### src/logic/dis_regs.svh
// register indices, field positions, reset values and timing counts
`ifndef DIS_REGS_SVH
`define DIS_REGS_SVH
// ----------------------------------------
// register indices, byte address = 4 * index
// ----------------------------------------
`define DIS_IDX_CTRL 4'h0
`define DIS_IDX_STAT 4'h1
`define DIS_IDX_UPD 4'h2
`define DIS_IDX_TCKE 4'h3
`define DIS_IDX_RESET_EXIT_WAIT 4'h4
`define DIS_IDX_MODE_WRITE_CYCLE_TIME 4'h5
`define DIS_IDX_MODE_UPDATE_DELAY 4'h6
`define DIS_IDX_TDLL 4'h7
`define DIS_IDX_TZQ 4'h8
`define DIS_IDX_MR0 4'h9
`define DIS_NREG 16
`define DIS_ADR_HI_ZERO 2'h0
// ----------------------------------------
// fields
// ----------------------------------------
`define DIS_CTRL_START 0
`define DIS_CTRL_RTT 1
`define DIS_CTRL_ODT 2
`define DIS_STAT_READY 0
`define DIS_STAT_BUSY 1
`define DIS_STAT_PEND 2
`define DIS_STAT_ST_LSB 8
`define DIS_TW 16
`define DIS_MRW 18
`define DIS_IDXW 3
// ----------------------------------------
// reset values of the wait registers
// ----------------------------------------
`define DIS_RESET_EXIT_WAIT_DEF 32'h0000_0010
`define DIS_MODE_WRITE_CYCLE_TIME_DEF 32'h0000_0008
`define DIS_MODE_UPDATE_DELAY_DEF 32'h0000_0018
`define DIS_TDLL_DEF 32'h0000_0300
`define DIS_TZQ_DEF 32'h0000_0400
// ----------------------------------------
// times and derived cycle counts
// ----------------------------------------
`define DIS_CLK_NS 50
`define DIS_T_RST_NS 100
`define DIS_T_CKSTB_NS 10
`define DIS_CKSTB_TCK 5
`define DIS_XPR_TCK 5
`define DIS_T_CKE_US 500
`define DIS_CEIL_CYC(ns) (((ns) + `DIS_CLK_NS - 1) / `DIS_CLK_NS)
`define DIS_RST_CYC `DIS_CEIL_CYC(`DIS_T_RST_NS)
`define DIS_CKSTB_CYC ((`DIS_CEIL_CYC(`DIS_T_CKSTB_NS) > `DIS_CKSTB_TCK) ? \
  `DIS_CEIL_CYC(`DIS_T_CKSTB_NS) : `DIS_CKSTB_TCK)
`define DIS_CKE_CYC `DIS_CEIL_CYC(`DIS_T_CKE_US * 1000)
// ----------------------------------------
// command pins {ras_n, cas_n, we_n}
// ----------------------------------------
`define DIS_CMD_MRS 3'h0
`define DIS_CMD_ZQ 3'h6
`define DIS_CMD_DES 3'h7
`define DIS_ZQ_LONG_BIT 10
`define DIS_LAST_STEP 3'h6
// mode register order, step 0 in the low bits: 3,6,5,4,2,1,0
`define DIS_MR_ORDER 21'o0124563
`endif

### src/logic/dis_pkg.sv
// types of the dram init sequencer
package dis_pkg;
  typedef enum logic [9:0] {
    DIS_ST_RST = 10'h001,
    DIS_ST_CKW = 10'h002,
    DIS_ST_XPR = 10'h004,
    DIS_ST_MRS = 10'h008,
    DIS_ST_MRD = 10'h010,
    DIS_ST_ZQ = 10'h020,
    DIS_ST_ZQW = 10'h040,
    DIS_ST_RDY = 10'h080,
    DIS_ST_UPD = 10'h100,
    DIS_ST_MODW = 10'h200
  } dis_state_t;
endpackage

### src/logic/dis_timer.sv
// down counter for the sequencer waits
`timescale 1ns/1ns
`include "dis_regs.svh"
module dis_timer #(
  parameter logic [15:0] INIT = 16'h0002
) (
  // system
  input wire logic clk_sys,
  input wire logic rstn,
  // control
  input wire logic load,
  input wire logic [`DIS_TW-1:0] load_val,
  output logic done
);
  logic [`DIS_TW-1:0] count_reg;
  logic [`DIS_TW-1:0] count_next;

  always_comb begin
    count_next = count_reg;
    if (load) begin
      count_next = load_val;
    end else if (count_reg != '0) begin
      count_next = count_reg - 1'b1;
    end
  end

  always_ff @(posedge clk_sys or negedge rstn) begin
    if (!rstn) begin
      count_reg <= INIT;
    end else begin
      count_reg <= count_next;
    end
  end

  assign done = (count_reg == '0);
endmodule

### src/logic/dis_wb_regs.sv
// wishbone classic slave with the sequencer registers
`timescale 1ns/1ns
`include "dis_regs.svh"
module dis_wb_regs #(
  parameter logic [15:0] CKE_CYC = 16'h2710
) (
  // system
  input wire logic clk_sys,
  input wire logic rstn,
  // wishbone
  input wire logic wb_cyc_i,
  input wire logic wb_stb_i,
  input wire logic wb_we_i,
  input wire logic [7:0] wb_adr_i,
  input wire logic [3:0] wb_sel_i,
  input wire logic [31:0] wb_dat_i,
  output logic [31:0] wb_dat_o,
  output logic wb_ack_o,
  // status in
  input wire logic [31:0] stat_word,
  // orders out
  output logic start_p,
  output logic upd_p,
  output logic [`DIS_IDXW-1:0] upd_idx,
  output logic rtt_en,
  output logic odt_lvl,
  output logic [`DIS_TW-1:0] t_cke,
  output logic [`DIS_TW-1:0] t_xpr,
  output logic [`DIS_TW-1:0] t_mrd,
  output logic [`DIS_TW-1:0] t_mod,
  output logic [`DIS_TW-1:0] t_dll,
  output logic [`DIS_TW-1:0] t_zq,
  output logic [`DIS_MRW-1:0] mr_val [7]
);
  logic [31:0] cfg_reg [`DIS_NREG];
  logic [31:0] cfg_next [`DIS_NREG];
  logic ack_reg, ack_next;
  logic [31:0] dat_reg, dat_next;
  logic start_reg, start_next;
  logic upd_reg, upd_next;
  logic hit, mapped;
  logic [3:0] idx;
  logic [31:0] wmask;

  assign hit = wb_cyc_i && wb_stb_i && !ack_reg;
  assign mapped = (wb_adr_i[7:6] == `DIS_ADR_HI_ZERO);
  assign idx = wb_adr_i[5:2];
  assign wmask = {{8{wb_sel_i[3]}}, {8{wb_sel_i[2]}}, {8{wb_sel_i[1]}}, {8{wb_sel_i[0]}}};

  // ----------------------------------------
  // register entries
  // ----------------------------------------
  for (genvar i = 0; i < `DIS_NREG; i++) begin : g_reg
    localparam logic [31:0] RV =
      (i == `DIS_IDX_TCKE) ? {16'h0000, CKE_CYC} :
      (i == `DIS_IDX_RESET_EXIT_WAIT) ? `DIS_RESET_EXIT_WAIT_DEF :
      (i == `DIS_IDX_MODE_WRITE_CYCLE_TIME) ? `DIS_MODE_WRITE_CYCLE_TIME_DEF :
      (i == `DIS_IDX_MODE_UPDATE_DELAY) ? `DIS_MODE_UPDATE_DELAY_DEF :
      (i == `DIS_IDX_TDLL) ? `DIS_TDLL_DEF :
      (i == `DIS_IDX_TZQ) ? `DIS_TZQ_DEF : 32'h0000_0000;
    always_comb begin
      cfg_next[i] = cfg_reg[i];
      if (hit && wb_we_i && mapped && idx == 4'(i) && i != `DIS_IDX_STAT) begin
        cfg_next[i] = (cfg_reg[i] & ~wmask) | (wb_dat_i & wmask);
      end
      if (i == `DIS_IDX_CTRL) begin
        cfg_next[i][`DIS_CTRL_START] = 1'b0;
      end
    end
    always_ff @(posedge clk_sys or negedge rstn) begin
      if (!rstn) begin
        cfg_reg[i] <= RV;
      end else begin
        cfg_reg[i] <= cfg_next[i];
      end
    end
  end

  // ----------------------------------------
  // bus answer and order pulses
  // ----------------------------------------
  always_comb begin
    ack_next = hit;
    dat_next = dat_reg;
    start_next = 1'b0;
    upd_next = 1'b0;
    if (hit) begin
      dat_next = 32'h0000_0000;
      if (!wb_we_i && mapped) begin
        dat_next = (idx == `DIS_IDX_STAT) ? stat_word : cfg_reg[idx];
      end
      if (wb_we_i && mapped && idx == `DIS_IDX_CTRL) begin
        start_next = wb_sel_i[0] && wb_dat_i[`DIS_CTRL_START];
      end
      if (wb_we_i && mapped && idx == `DIS_IDX_UPD) begin
        upd_next = wb_sel_i[0];
      end
    end
  end

  always_ff @(posedge clk_sys or negedge rstn) begin
    if (!rstn) begin
      ack_reg <= 1'b0;
      dat_reg <= 32'h0000_0000;
      start_reg <= 1'b0;
      upd_reg <= 1'b0;
    end else begin
      ack_reg <= ack_next;
      dat_reg <= dat_next;
      start_reg <= start_next;
      upd_reg <= upd_next;
    end
  end

  assign wb_ack_o = ack_reg;
  assign wb_dat_o = dat_reg;
  assign start_p = start_reg;
  assign upd_p = upd_reg;
  assign upd_idx = cfg_reg[`DIS_IDX_UPD][`DIS_IDXW-1:0];
  assign rtt_en = cfg_reg[`DIS_IDX_CTRL][`DIS_CTRL_RTT];
  assign odt_lvl = cfg_reg[`DIS_IDX_CTRL][`DIS_CTRL_ODT];
  assign t_cke = cfg_reg[`DIS_IDX_TCKE][`DIS_TW-1:0];
  assign t_xpr = cfg_reg[`DIS_IDX_RESET_EXIT_WAIT][`DIS_TW-1:0];
  assign t_mrd = cfg_reg[`DIS_IDX_MODE_WRITE_CYCLE_TIME][`DIS_TW-1:0];
  assign t_mod = cfg_reg[`DIS_IDX_MODE_UPDATE_DELAY][`DIS_TW-1:0];
  assign t_dll = cfg_reg[`DIS_IDX_TDLL][`DIS_TW-1:0];
  assign t_zq = cfg_reg[`DIS_IDX_TZQ][`DIS_TW-1:0];
  for (genvar m = 0; m < 7; m++) begin : g_mr
    assign mr_val[m] = cfg_reg[`DIS_IDX_MR0 + m][`DIS_MRW-1:0];
  end
endmodule

### src/logic/dis_init_ctrl.sv
// dram reset, init and mode register sequencer (controller side)
`timescale 1ns/1ns
`include "dis_regs.svh"
module dis_init_ctrl #(
  parameter int CKE_CYC = `DIS_CKE_CYC
) (
  // system
  input wire logic clk_sys,
  input wire logic rstn,
  // wishbone
  input wire logic wb_cyc_i,
  input wire logic wb_stb_i,
  input wire logic wb_we_i,
  input wire logic [7:0] wb_adr_i,
  input wire logic [3:0] wb_sel_i,
  input wire logic [31:0] wb_dat_i,
  output logic [31:0] wb_dat_o,
  output logic wb_ack_o,
  // scheduler
  input wire logic dram_idle,
  output logic init_done,
  // dram pins
  output logic dram_ck_en,
  output logic dram_reset_n,
  output logic dram_cke,
  output logic dram_odt,
  output logic dram_ten,
  output logic dram_cs_n,
  output logic dram_ras_n,
  output logic dram_cas_n,
  output logic dram_we_n,
  output logic [1:0] dram_bg,
  output logic [1:0] dram_ba,
  output logic [`DIS_MRW-1:0] dram_addr
);
  localparam logic [15:0] CKSTB = 16'(`DIS_CKSTB_CYC);
  localparam logic [15:0] XPRMIN = 16'(`DIS_XPR_TCK);

  dis_pkg::dis_state_t state_reg, state_next;
  logic [2:0] step_reg, step_next;
  logic rst_n_reg, rst_n_next;
  logic cke_reg, cke_next;
  logic odt_reg, odt_next;
  logic cken_reg, cken_next;
  logic cs_n_reg, cs_n_next;
  logic [2:0] cmd_reg, cmd_next;
  logic [2:0] sel_reg, sel_next;
  logic [`DIS_MRW-1:0] addr_reg, addr_next;
  logic rdy_reg, rdy_next;
  logic pend_reg, pend_next;
  logic [2:0] pidx_reg, pidx_next;
  logic tload, tdone;
  logic [`DIS_TW-1:0] tval;
  logic start_p, upd_p, rtt_en, odt_lvl;
  logic [2:0] upd_idx, mr_sel;
  logic [`DIS_TW-1:0] t_cke, t_xpr, t_mrd, t_mod, t_dll, t_zq;
  logic [`DIS_MRW-1:0] mr_val [7];
  logic [31:0] stat_word;
  logic [20:0] mr_order;

  function automatic logic [15:0] dis_max(input logic [15:0] a, input logic [15:0] b);
    dis_max = (a > b) ? a : b;
  endfunction

  // ----------------------------------------
  // register file and wait timer
  // ----------------------------------------
  dis_wb_regs #(.CKE_CYC(16'(CKE_CYC))) u_regs (
    .clk_sys(clk_sys),
    .rstn(rstn),
    .wb_cyc_i(wb_cyc_i),
    .wb_stb_i(wb_stb_i),
    .wb_we_i(wb_we_i),
    .wb_adr_i(wb_adr_i),
    .wb_sel_i(wb_sel_i),
    .wb_dat_i(wb_dat_i),
    .wb_dat_o(wb_dat_o),
    .wb_ack_o(wb_ack_o),
    .stat_word(stat_word),
    .start_p(start_p),
    .upd_p(upd_p),
    .upd_idx(upd_idx),
    .rtt_en(rtt_en),
    .odt_lvl(odt_lvl),
    .t_cke(t_cke),
    .t_xpr(t_xpr),
    .t_mrd(t_mrd),
    .t_mod(t_mod),
    .t_dll(t_dll),
    .t_zq(t_zq),
    .mr_val(mr_val)
  );

  dis_timer #(.INIT(16'(`DIS_RST_CYC))) u_timer (
    .clk_sys(clk_sys),
    .rstn(rstn),
    .load(tload),
    .load_val(tval),
    .done(tdone)
  );

  assign stat_word = {14'h0000, state_reg, 5'h00, pend_reg, !rdy_reg, rdy_reg};
  assign mr_order = `DIS_MR_ORDER;
  assign mr_sel = mr_order[3 * step_reg +: 3];

  // ----------------------------------------
  // sequencer
  // ----------------------------------------
  always_comb begin
    state_next = state_reg;
    step_next = step_reg;
    rst_n_next = rst_n_reg;
    cke_next = cke_reg;
    odt_next = odt_reg;
    cken_next = cken_reg;
    cs_n_next = 1'b1;
    cmd_next = `DIS_CMD_DES;
    sel_next = sel_reg;
    addr_next = addr_reg;
    rdy_next = rdy_reg;
    pend_next = pend_reg || upd_p;
    pidx_next = upd_p ? upd_idx : pidx_reg;
    tload = 1'b0;
    tval = '0;
    unique case (state_reg)
      dis_pkg::DIS_ST_RST: begin
        if (tdone) begin
          rst_n_next = 1'b1;
          cken_next = 1'b1;
          odt_next = odt_lvl && !rtt_en;
          tload = 1'b1;
          tval = dis_max(t_cke, CKSTB);
          state_next = dis_pkg::DIS_ST_CKW;
        end
      end
      dis_pkg::DIS_ST_CKW: begin
        if (tdone) begin
          cke_next = 1'b1;
          tload = 1'b1;
          tval = dis_max(t_xpr, XPRMIN);
          state_next = dis_pkg::DIS_ST_XPR;
        end
      end
      dis_pkg::DIS_ST_XPR: begin
        if (tdone) begin
          state_next = dis_pkg::DIS_ST_MRS;
        end
      end
      dis_pkg::DIS_ST_MRS: begin
        cs_n_next = 1'b0;
        cmd_next = `DIS_CMD_MRS;
        sel_next = mr_sel;
        addr_next = mr_val[mr_sel];
        tload = 1'b1;
        tval = (step_reg == `DIS_LAST_STEP) ? dis_max(t_mrd, t_mod) : t_mrd;
        state_next = dis_pkg::DIS_ST_MRD;
      end
      dis_pkg::DIS_ST_MRD: begin
        if (tdone) begin
          if (step_reg == `DIS_LAST_STEP) begin
            state_next = dis_pkg::DIS_ST_ZQ;
          end else begin
            step_next = step_reg + 3'h1;
            state_next = dis_pkg::DIS_ST_MRS;
          end
        end
      end
      dis_pkg::DIS_ST_ZQ: begin
        cs_n_next = 1'b0;
        cmd_next = `DIS_CMD_ZQ;
        addr_next = '0;
        addr_next[`DIS_ZQ_LONG_BIT] = 1'b1;
        tload = 1'b1;
        tval = dis_max(t_dll, t_zq);
        state_next = dis_pkg::DIS_ST_ZQW;
      end
      dis_pkg::DIS_ST_ZQW: begin
        if (tdone) begin
          rdy_next = 1'b1;
          state_next = dis_pkg::DIS_ST_RDY;
        end
      end
      dis_pkg::DIS_ST_RDY: begin
        odt_next = odt_lvl;
        if (pend_reg && dram_idle) begin
          odt_next = odt_lvl && !rtt_en;
          state_next = dis_pkg::DIS_ST_UPD;
        end
      end
      dis_pkg::DIS_ST_UPD: begin
        if (dram_idle && cke_reg) begin
          cs_n_next = 1'b0;
          cmd_next = `DIS_CMD_MRS;
          sel_next = pidx_reg;
          addr_next = mr_val[pidx_reg];
          pend_next = upd_p;
          tload = 1'b1;
          tval = dis_max(t_mrd, t_mod);
          state_next = dis_pkg::DIS_ST_MODW;
        end else begin
          state_next = dis_pkg::DIS_ST_RDY;
        end
      end
      dis_pkg::DIS_ST_MODW: begin
        if (tdone) begin
          state_next = dis_pkg::DIS_ST_RDY;
        end
      end
    endcase
    if (start_p) begin
      rst_n_next = 1'b0;
      cke_next = 1'b0;
      cken_next = 1'b0;
      cs_n_next = 1'b1;
      cmd_next = `DIS_CMD_DES;
      rdy_next = 1'b0;
      step_next = 3'h0;
      tload = 1'b1;
      tval = 16'(`DIS_RST_CYC);
      state_next = dis_pkg::DIS_ST_RST;
    end
  end

  always_ff @(posedge clk_sys or negedge rstn) begin
    if (!rstn) begin
      state_reg <= dis_pkg::DIS_ST_RST;
      step_reg <= 3'h0;
      rst_n_reg <= 1'b0;
      cke_reg <= 1'b0;
      odt_reg <= 1'b0;
      cken_reg <= 1'b0;
      cs_n_reg <= 1'b1;
      cmd_reg <= `DIS_CMD_DES;
      sel_reg <= 3'h0;
      addr_reg <= '0;
      rdy_reg <= 1'b0;
      pend_reg <= 1'b0;
      pidx_reg <= 3'h0;
    end else begin
      state_reg <= state_next;
      step_reg <= step_next;
      rst_n_reg <= rst_n_next;
      cke_reg <= cke_next;
      odt_reg <= odt_next;
      cken_reg <= cken_next;
      cs_n_reg <= cs_n_next;
      cmd_reg <= cmd_next;
      sel_reg <= sel_next;
      addr_reg <= addr_next;
      rdy_reg <= rdy_next;
      pend_reg <= pend_next;
      pidx_reg <= pidx_next;
    end
  end

  assign init_done = rdy_reg;
  assign dram_ck_en = cken_reg;
  assign dram_reset_n = rst_n_reg;
  assign dram_cke = cke_reg;
  assign dram_odt = odt_reg;
  assign dram_ten = 1'b0;
  assign dram_cs_n = cs_n_reg;
  assign {dram_ras_n, dram_cas_n, dram_we_n} = cmd_reg;
  assign dram_bg = {1'b0, sel_reg[2]};
  assign dram_ba = sel_reg[1:0];
  assign dram_addr = addr_reg;

  // ----------------------------------------
  // checks
  // ----------------------------------------
  logic [15:0] rel_cnt, cke_cnt, gap_cnt, zq_cnt;
  logic [15:0] rel_nx, cke_nx, gap_nx, zq_nx;
  logic [6:0] seen_reg, seen_nx;
  logic is_mrs, is_zq;

  assign is_mrs = !dram_cs_n && {dram_ras_n, dram_cas_n, dram_we_n} == `DIS_CMD_MRS;
  assign is_zq = !dram_cs_n && {dram_ras_n, dram_cas_n, dram_we_n} == `DIS_CMD_ZQ;

  function automatic logic [15:0] sat(input logic [15:0] c);
    sat = (c == 16'hffff) ? c : c + 16'h0001;
  endfunction

  always_comb begin
    rel_nx = dram_reset_n ? sat(rel_cnt) : 16'h0000;
    cke_nx = dram_cke ? sat(cke_cnt) : 16'h0000;
    gap_nx = is_mrs ? 16'h0000 : sat(gap_cnt);
    zq_nx = is_zq ? 16'h0000 : sat(zq_cnt);
    seen_nx = seen_reg;
    if (is_mrs) begin
      seen_nx[{dram_bg[0], dram_ba}] = 1'b1;
    end
    if (!dram_reset_n) begin
      seen_nx = 7'h00;
    end
  end

  always_ff @(posedge clk_sys or negedge rstn) begin
    if (!rstn) begin
      rel_cnt <= 16'h0000;
      cke_cnt <= 16'h0000;
      gap_cnt <= 16'hffff;
      zq_cnt <= 16'h0000;
      seen_reg <= 7'h00;
    end else begin
      rel_cnt <= rel_nx;
      cke_cnt <= cke_nx;
      gap_cnt <= gap_nx;
      zq_cnt <= zq_nx;
      seen_reg <= seen_nx;
    end
  end
endmodule

### config.mk
export PLATFORM = sky130hd
export DESIGN_NAME = dis_init_ctrl
export DESIGN_NICKNAME = d
export VERILOG_FILES = /design/src/logic/dis_pkg.sv /design/src/logic/dis_timer.sv /design/src/logic/dis_wb_regs.sv /design/src/logic/dis_init_ctrl.sv
export VERILOG_INCLUDE_DIRS = /design/src /design/src/logic
export SDC_FILE = /design/constraint.sdc
export NUM_CORES = 1
export LEC_CHECK = 0
export BUFFER_PORTS_ARGS = -buffer_cell sky130_fd_sc_hd__buf_2
export CORE_MARGIN = 2
export CORE_UTILIZATION = 30
export DETAILED_ROUTE_END_ITERATION = 6
export MAX_ROUTING_LAYER = met4
export SYNTH_ARGS = -nofsm -noshare
export SYNTH_HDL_FRONTEND = slang
export SYNTH_HIERARCHICAL = 1
export SYNTH_SLANG_ARGS = --single-unit
export TNS_END_PERCENT = 30
### constraint.sdc
create_clock -name clk_sys -period 5.8 [get_ports clk_sys]
set_input_delay 0.58 -clock clk_sys [delete_from_list [all_inputs] [get_ports clk_sys]]
set_output_delay 0.58 -clock clk_sys [all_outputs]
set_load 0.02 [all_outputs]
[Yosys cells after proc, flatten, opt, wreduce, memory -nomap -nowiden]
Cells that the tools add are included.
Word-level totals
  bits in registers: 576
  input port bits: 50
  output and inout port bits: 65
  logic and storage cells: 236
Operators by class
  add/subtract/negate cells: 2
  $mul: 1
  order comparisons: 7
  equality and inequality tests: 35
  shift-type cells: 1
  muxes and demuxes: 67
  bitwise logic cells: 35
  reductions and logical operators: 56
Operators by type and width (number)
  AND 32 bit: 16
  OR 32 bit: 15
  2-to-1 mux 16 bit: 11
  binary-select mux 32 bit (select 4 bit): 1
  2-to-1 mux 32 bit: 4
  binary-select mux 18 bit (select 3 bit): 2
  2-to-1 mux 18 bit: 5
  one-hot mux 10 bit (9 select lines): 1
  2-to-1 mux 10 bit: 8
  one-hot mux 16 bit (5 select lines): 1
  one-hot mux 18 bit (3 select lines): 1
  equality test 4 bit (second input constant): 8
  > comparator 16 bit: 2
  > comparator 16 x 3 -> 1 bit (second input constant): 2
  NOT 32 bit: 1
  logical AND 1 bit: 27
  2-to-1 mux 3 bit: 7
  indexed part select 21 x 6 -> 3 bit (first input constant): 1
  2-to-1 mux 1 bit: 20
  equality test 4 x 3 -> 1 bit (second input constant): 4
  zero test 16 bit: 1
  nonzero test 16 bit: 1
  nonzero test 2 bit: 8
  subtractor 16 x 1 -> 16 bit (second input constant): 1
  other kinds (37): 56

[Longest topological paths before layout]
Gate-level depths: netlist of the first run.
  word-level depth: 7
  gate-level depth with buffers: 15
  mapped depth without buffers: 12

[By module]
The synthesis of the first run kept the hierarchy.
By module, submodules not included
  dis_wb_regs: times used 1, cells each 1922, area an instance 25285.5 um2
  dis_init_ctrl: times used 1, cells each 720, area an instance 5931.9 um2
  dis_timer: times used 1, cells each 108, area an instance 1023.5 um2

[Worst setup path after synthesis of the first run]
Ideal clock, no wire load.
  path type: register to register
  start: register u_timer.count_reg[0]
  end: register u_timer.count_reg[15]
  library setup time: 126 ps
  arrival: 2863 ps
  slack: 2811 ps
  cell stages (with the launch flop): 15
  buffers on the path: 3
  period minus slack after synthesis: 2989 ps
  path through: dfrtp_1 -> inv_1 -> ha_1 -> nor4b_4 -> and4_1 -> buf_4 -> nand2b_1 -> nor4_4 -> buf_2 -> nor2_1 -> nand2_1 -> clkbuf_1 -> inv_1 -> o211a_1 -> a221o_1
Between the ends
  cells in the longest elaborated chain, start to end: 5
Ends and longest elaborated chain
  start, declared: RTL line dis_timer.sv:15  | logic [`DIS_TW-1:0] count_reg;
  start signal, assigned: RTL line dis_timer.sv:31  | count_reg <= count_next;
  zero test 16 bit *: RTL line dis_timer.sv:35  | assign done = (count_reg == '0);
  net tdone: RTL line dis_init_ctrl.sv:52  | logic tload, tdone;
  2-to-1 mux 1 bit *: RTL line dis_init_ctrl.sv:127, dis_init_ctrl.sv:137
  one-hot mux 1 bit (3 select lines) *: RTL line dis_init_ctrl.sv:125  | unique case (state_reg)
  2-to-1 mux 1 bit *: RTL line dis_init_ctrl.sv:210  | if (start_p) begin
  net tload: RTL line dis_init_ctrl.sv:52
  2-to-1 mux 16 bit or nonzero test 2 bit (tied branches)
The timed path passes the listed nets; every way through them passes the cells marked *. The select of a mux whose other input is x is not followed.
A chain may end at the register's enable or synchronous reset.

[Final worst setup path of the first run]
  start: register state_reg[6]
  end: register u_timer.count_reg[13]
RTL lines
  start, declared: RTL line dis_init_ctrl.sv:39  | dis_pkg::dis_state_t state_reg, state_next;
  start signal, assigned: RTL line dis_init_ctrl.sv:226  | state_reg <= dis_pkg::DIS_ST_RST;
  start signal, assigned: RTL line dis_init_ctrl.sv:240  | state_reg <= state_next;
  equality test 10 x 9 -> 1 bit, or another cell as far along: RTL line dis_init_ctrl.sv:125
  one-hot mux 16 bit (5 select lines) *: RTL line dis_init_ctrl.sv:125
  2-to-1 mux 16 bit *: RTL line dis_init_ctrl.sv:210
  net tval[13]: RTL line dis_init_ctrl.sv:53  | logic [`DIS_TW-1:0] tval;
  2-to-1 mux 16 bit *: RTL line dis_timer.sv:20  | if (load) begin
The timed path passes the listed nets; every way through them passes the cells marked *.

==> results.py, run 1 <==
metrics = {
    "placement": {
        "numPortBuffers": 110,
        "dp_hpwl_um": 64900,
        "place_ws_ps": 1799,
        "dpl.cell_count": 3911,
        "place.gp.congestion": 0.9484,
    },
    "drt": {
        "drt_iter0_markers": 1989,
        "via_per_inst": 5.426,
        "routed_wl_um": 97920,
        "drc": 0,
        "antenna_left": 0,
        "vias": 21910,
        "wl_per_cell_um": 24.25,
        "firstDrtPassIters": 6,
    },
    "worst_hold_path": {
        "hold_path.class": "in -> reg",
        "min_path_cells": 2,
    },
    "layout": {
        "multi_input_area_um2": 15250,
        "nFillCells": 10840,
        "final_net_count": 2664,
        "synthToLayoutAreaGrowth_pct": 7.482,
        "drive_above_1_share_pct": 33.36,
        "fin_cells": 4037,
        "seq_area_um2": 14410,
    },
    "run_status": {
        "status": "complete, no violations",
    },
    "grt": {
        "grt_pass1_vias": 21830,
        "overflow": 0,
        "track_usage_pct": 18.12,
        "antenna_found_initial": 12,
        "grt_pass1_wl_um": 148000,
        "grt_start_max_net_pins": 163,
    },
    "worst_setup_path": {
        "slowest_stage": "o21ai_1",
        "slowest_delay_ps": 840,
        "crit_chain": "nor4_4 > nand4b_1 > o21ai_1 > nand2_1 > nor2_1 > a22oi_1 > a31oi_1 > o22ai_1 > nor3_1",
        "r2r_start": "state_reg[6]",
        "reg2reg_depth": 9,
        "start_kind": "flip-flop",
        "worstPathArrival_ps": 4700,
        "required_ps": 6340,
        "reg2reg_to": "u_timer/count_reg[13]",
        "cp.buffers_inverters": 0,
        "rrSetupSlack_ps": 1630,
        "crit_type": "reg -> reg",
        "cp.depth": 9,
        "crit_family": "simple AND/OR/NAND/NOR gates",
        "crit_path_end": "u_timer/count_reg[13]",
        "end_kind": "flip-flop",
        "cp_max_fo": 13,
        "crit_path_start": "state_reg[6]",
    },
    "power_and_ir_drop": {
        "net-switching-power_uw": 2570,
        "ir_worst_vdd_uv": 213.8,
        "clockPowerShare_pct": 43.5,
        "p_seq_share_pct": 45.7,
        "internal_power_uw": 6911,
        "power_density_nw_per_um2": 273.6,
        "total_power_uw": 9481,
        "leakagePower_uw": 0.01592,
        "p_sw_share_pct": 27.11,
        "pwr-share-comb_pct": 10.9,
    },
    "synth": {
        "synth-main-ff-cell": "dfrtp_1",
        "yosys.area_share.simple_pct": 7.707,
        "ys_types": 87,
        "synth_enable_flop_cells": 0,
        "async_flop_share_pct": 100.0,
        "synth_compound_area_share_pct": 10.27,
        "netlist_instances": 2750,
        "synth_xor_xnor_area_share_pct": 0.2717,
        "seq_area_frac_synth_pct": 44.69,
        "synth_top_area_share_pct": 43.31,
        "synth_area_leaders": "dfrtp_1, mux2_2, mux2i_1",
        "post_synth_mux_area_share_pct": 27.18,
        "synth_top_family_by_area": "multiplexers",
        "yosysWarnings": 6,
        "avgSynthCellArea_um2": 11.72,
        "ys_ff_latch": 575,
        "yosysTopAreaCell": "dfrtp_1",
        "synth_fa_ha_area_share_pct": 1.436,
        "syn-cell-area_um2": 32240,
    },
    "sta": {
        "worst_pin_slew_ps": 1329,
        "fmax_ghz": 0.2399,
        "hold_violations": 0,
        "rsz0062_at_grt": "no",
        "drv_slew": 0,
        "max_slew_margin_pct": 11.28,
        "setup_viol": 0,
        "fin_ws_ps": 1631,
        "timing.final.crit_share_pct": 71.87,
        "finClkSkew_ps": 24.48,
        "whs_ps": 397.3,
        "tns_ps": 0,
        "period_minus_slack_ps": 4169,
    },
    "cts": {
        "cts_tree": "yes",
        "cts_setup_buffers": 0,
        "clockBufferDepth": 3,
        "cts.sink_count": 575,
        "htreeDepth": 3,
        "path_clk_slew_ps": 60,
        "numCtsBuffers": 66,
        "cts-root-buf": "clkbuf_16",
        "insertion_delay_ps": 630,
    },
    "die": {
        "die_width_um": 331.8,
        "core-area_um2": 106900,
        "io_pins": 115,
        "initial_core_util_pct": 30.16,
        "dieArea_um2": 110100,
        "die_h_um": 331.8,
        "row_count": 120,
    },
    "flow_run": {
        "max_cap_viol_count": 0,
    },
}
## synth_stat cells, types with 11 or more instances
cell type and instances:
a211oi_1 26, a21oi_1 64, a222oi_1 15, a22oi_1 31
a31oi_1 17, and3_1 12, buf_2 51, buf_4 242
clkbuf_1 106, dfrtp_1 558, dfstp_2 17, ha_1 37
inv_1 46, mux2_2 503, mux2i_1 214, mux4_2 38
nand2_1 164, nand2b_1 18, nand3_1 37, nand3_4 11
nand4_1 13, nor2_1 65, nor2b_1 12, nor3_1 26
nor4_1 14, o211ai_1 35, o21ai_0 75, o221ai_1 57
o22a_1 32, o22ai_1 30, o31ai_1 18
## metal layers
| metal | global-route usage, % | wire length [um] | up-vias |
|---|---|---|---|
| met5 | - | 0 | - |
| met4 | 4.952 | 2533 | 0 |
| met3 | 3.538 | 6553 | 163 |
| met2 | 27.54 | 44430 | 740 |
| met1 | 24.59 | 44400 | 11370 |
| li1 | - | - | 9629 |
## worst reg2reg max path: stages, from the launching register on
cell	delay [ps]
dfrtp_1	600
nor4_4	430
nand4b_1	700
o21ai_1	840
nand2_1	190
nor2_1	510
a22oi_1	140
a31oi_1	400
o22ai_1	130
nor3_1	140
## area by class of cell
class / instances / area share (%)
Tap cell: 1403 / 5.066
Timing Repair Buffer: 148 / 2.629
Sequential cell: 575 / 41.59
Inverter: 47 / 0.5091
Clock buffer: 100 / 5.654
Multi-Input combinational cell: 1739 / 44.00
Antenna cell: 8 / 0.05777
Clock inverter: 17 / 0.4910
## repair_timing
item	in CTS	in global routing
hold buffers	1	0
hold endpoints to repair	69	0
gates resized for setup	0	0
## stage by stage
step                      util (%)  instance area [um2]
after CTS                    32.40                34630
after detailed placement     30.40                32490
after global routing         32.41                34650
final                        32.42                34650
after global placement       30.40                32490
after floorplan                  -                32320
## worst min-delay path by stage
stage	from	endpoint	slack (ps)
2_1_floorplan	rstn	dram_addr[0]	280
3_3_place_gp	u_regs/wb_dat_o[28]	u_regs/wb_dat_o[28]	450
3_5_place_dp	u_regs/wb_dat_o[1]	u_regs/wb_dat_o[1]	450
4_1_cts	wb_sel_i[0]	u_regs/start_p	360
5_1_grt	wb_sel_i[0]	u_regs/start_p	400
6_report	wb_dat_i[16]	flip-flop	400
## power groups by stage
stage               Sequential [uW]  Combinational (uW)  Clock (uW)
global placement               4390                1010           0
global route                   4350                1130        4370
floorplan                      4350                 753           0
CTS                            4330                1030        4210
finish                         4330                1030        4120
detailed placement             4400                1030           0
## cells in the final DEF (no fill, tap or decap), types with 25 or more instances in the layout
cell,instances
a211oi_1,26
a21oi_1,64
a22oi_1,31
buf_2,107
buf_4,34
clkbuf_16,66
dfrtp_1,556
ha_1,37
inv_1,46
mux2_2,503
mux2i_1,214
mux4_2,38
nand2_1,164
nand3_1,37
nor2_1,64
nor3_1,25
o211ai_1,35
o21ai_0,75
o221ai_1,57
o22a_1,32
o22ai_1,29
## kinds of logic (layout without fill, tap and decap cells)
family          Yosys count  in the layout
mux                     764            764
flops                   575            575
compound gates          466            466
buf+inv                 456            312
simple gates            441            441
fa+ha+maj                37             37
xor+xnor                 10             10
other cells               1             29
Power figures use the tool's default switching activity.
==> inputs of run 2 (changes only) <==
ABC_AREA = 1   (was not set)
clock period = 4.02 ns   (was 5.8 ns; I/O delays follow)
==> run 2 against run 1 <==
Final area is 6.5% higher. Maximum frequency is 32% higher. Hold slack worse by 360 ps. Routed wire length is 17% higher. Global-route usage is 1.6 points higher. Clock skew is 4.0 ps higher. Final cell count is 52% higher. Sequential power is 48% higher. Critical path depth is 12 higher. Die area is 6.7% higher. Synthesized cell count is 75% higher. Critical path type unchanged. Highest routed layer unchanged.
==> results.py, run 2 <==
metrics = {
    "synth": {
        "async_flop_share_pct": 100.0,
        "yosysWarnings": 6,
        "synth_top_area_share_pct": 40.57,
        "netlist_instances": 4801,
        "post_synth_mux_area_share_pct": 0.03272,
        "yosys.area_share.simple_pct": 30.44,
        "avgSynthCellArea_um2": 7.169,
        "seq_area_frac_synth_pct": 41.87,
        "synth-main-ff-cell": "dfrtp_1",
        "synth_commonest_cells": "nand2_1, dfrtp_1, o21ai_0",
        "yosysMostFrequentCell": "nand2_1",
        "ys_ff_latch": 575,
        "ys_types": 56,
        "synth_xor_xnor_area_share_pct": 0.1272,
        "synth_top_family_by_area": "simple AND/OR/NAND/NOR gates",
        "syn-cell-area_um2": 34420,
        "synth_enable_flop_cells": 0,
        "synth_area_leaders": "dfrtp_1, nand2_1, o21ai_0",
        "synth_fa_ha_area_share_pct": 1.345,
        "synth_compound_area_share_pct": 14.19,
        "yosysTopAreaCell": "dfrtp_1",
    },
    "die": {
        "row_count": 124,
        "die_width_um": 342.7,
        "core-area_um2": 114000,
        "dieArea_um2": 117400,
        "io_pins": 115,
        "initial_core_util_pct": 30.18,
        "die_h_um": 342.7,
    },
    "sta": {
        "hold_violations": 0,
        "tns_ps": 0,
        "setup_viol": 0,
        "period_minus_slack_ps": 3158,
        "fmax_ghz": 0.3166,
        "drv_slew": 0,
        "finClkSkew_ps": 28.50,
        "max_slew_margin_pct": 29.94,
        "rsz0062_at_grt": "no",
        "timing.final.crit_share_pct": 78.56,
        "worst_pin_slew_ps": 1050,
    },
    "worst_setup_path": {
        "reg2reg_to": "u_timer/count_reg[1]",
        "crit_type": "reg -> reg",
        "end_kind": "flip-flop",
        "start_kind": "flip-flop",
        "required_ps": 4590,
        "reg2reg_depth": 21,
        "r2r_start": "u_timer/count_reg[0]",
        "crit_path_start": "u_timer/count_reg[0]",
        "cp_max_fo": 9,
        "crit_path_end": "u_timer/count_reg[1]",
        "worstPathArrival_ps": 3720,
        "rrSetupSlack_ps": 860,
    },
    "power_and_ir_drop": {
        "clockPowerShare_pct": 38.3,
        "p_sw_share_pct": 33.58,
        "net-switching-power_uw": 5501,
        "internal_power_uw": 10880,
        "leakagePower_uw": 0.01839,
        "p_seq_share_pct": 39.3,
        "ir_worst_vdd_uv": 266.1,
        "power_density_nw_per_um2": 443.8,
        "pwr-share-comb_pct": 22.4,
    },
    "layout": {
        "synthToLayoutAreaGrowth_pct": 7.256,
        "nFillCells": 12260,
        "drive_above_1_share_pct": 10.13,
        "utilization_pct": 32.37,
        "most-common-layout-cells": "nand2_1, dfrtp_1, o21ai_0",
        "multi_input_area_um2": 15970,
        "final_net_count": 4662,
        "seq_area_um2": 14410,
        "final_common_cell": "nand2_1",
    },
    "cts": {
        "insertion_delay_ps": 630,
        "numCtsBuffers": 66,
        "clockBufferDepth": 3,
        "htreeDepth": 3,
        "cts-root-buf": "clkbuf_16",
        "cts_tree": "yes",
        "cts.sink_count": 575,
        "path_clk_slew_ps": 60,
    },
    "drt": {
        "drt_iter0_markers": 3192,
        "met3WireLength_um": 8661,
        "vias": 30990,
        "met1Wirelength_um": 51650,
        "met2RoutedLength_um": 50810,
        "wl_per_cell_um": 18.58,
        "top_layer": "met4",
        "routed_wl_um": 114100,
        "antenna_left": 0,
        "firstDrtPassIters": 6,
        "drc": 0,
        "via_per_inst": 5.045,
    },
    "placement": {
        "dp_hpwl_um": 75680,
        "numPortBuffers": 110,
        "place.gp.congestion": 0.9363,
    },
    "worst_hold_path": {
        "hold_path.class": "in -> reg",
    },
    "grt": {
        "grt_start_max_net_pins": 147,
        "track_usage_pct": 19.69,
        "overflow": 0,
        "grt_pass1_wl_um": 174100,
        "grt_pass1_vias": 28370,
        "antenna_found_initial": 4,
    },
    "flow_run": {
        "max_cap_viol_count": 0,
    },
    "run_status": {
        "status": "complete, no violations",
    },
}
run 2: metal layers:
layer  vias up  track usage (%)
met4         0            5.610
met5         -                -
met3       178            2.748
li1      14730                -
met1     14870            27.44
met2      1213            29.69
run 2: cell families (layout without fill, tap and decap cells):
logic type      after synthesis  count (layout)
other cells                   1              24
buf+inv                     802             610
fa+ha+maj                    37              37
compound gates              851             851
flops                       575             575
mux                           1               1
simple gates               2529            2529
xor+xnor                      5               5
run 2: power groups by stage:
stage | registers [uW] | clock network, uW | logic, uW
after detailed placement | 6520 | 0 | 3630
final | 6430 | 6280 | 3670
after floorplan | 6550 | 0 | 2530
after CTS | 6420 | 6390 | 3640
after global routing | 6470 | 6640 | 4070
after global placement | 6520 | 0 | 3580
run 2: timing repair:
| action | CTS | global route |
|---|---|---|
| buffers inserted | 0 | 0 |
| hold endpoints to repair | 71 | 0 |
| hold buffers | 2 | 0 |
| gates resized for setup | 0 | 0 |
run 2: critical path, stage by stage (launching register included):
cell,delay [ps]
dfrtp_1,380
inv_1,110
ha_1,260
nand2_2,130
nor2_2,140
nand3_1,130
nor3_1,190
buf_4,200
inv_1,110
nor2_2,360
nand2_2,230
inv_2,170
nand2_1,60
nand2_1,60
inv_1,40
nand2_1,60
nor2_1,40
nand3_1,120
nand2_1,70
o21ai_0,70
nand2_1,70
o21ai_1,80
run 2: area by class of cell:
class / count / area share (%)
flip-flops and latches: 575 / 39.04
clock inverters: 25 / 0.7186
repair buffers: 192 / 3.461
inverters: 296 / 3.037
well taps: 1512 / 5.125
multi-input cells: 3444 / 43.27
diodes: 3 / 0.02034
clock buffers: 97 / 5.335
run 2: worst min-delay path by stage:
stage	startpoint	endpoint	slack, ps	cells past startpoint
floorplan	rstn	dram_addr[0]	110	0
detailed placement	dram_addr[17]	dram_addr[17]	460	2
global placement	dram_addr[17]	dram_addr[17]	460	2
finish	wb_dat_i[23]	flip-flop	30	3
global route	wb_dat_i[23]	flip-flop	40	3
CTS	wb_dat_i[18]	flip-flop	10	3
run 2: through the flow:
step | hold WS (ps) | area [um2] | cells | worst slack (ps) | total power (uW)
finish | 33.69 | 36910 | 6144 | 861.8 | 16380
global route | 41.22 | 36910 | 6143 | 564.3 | 17180
CTS | 14.53 | 36910 | 6141 | 936.1 | 16450
detailed placement | 462.7 | 34650 | 6017 | 970.4 | 10150
global placement | 461.9 | 34650 | 6017 | 948.6 | 10100
floorplan | 106.4 | 34490 | 4821 | 1507 | 9088
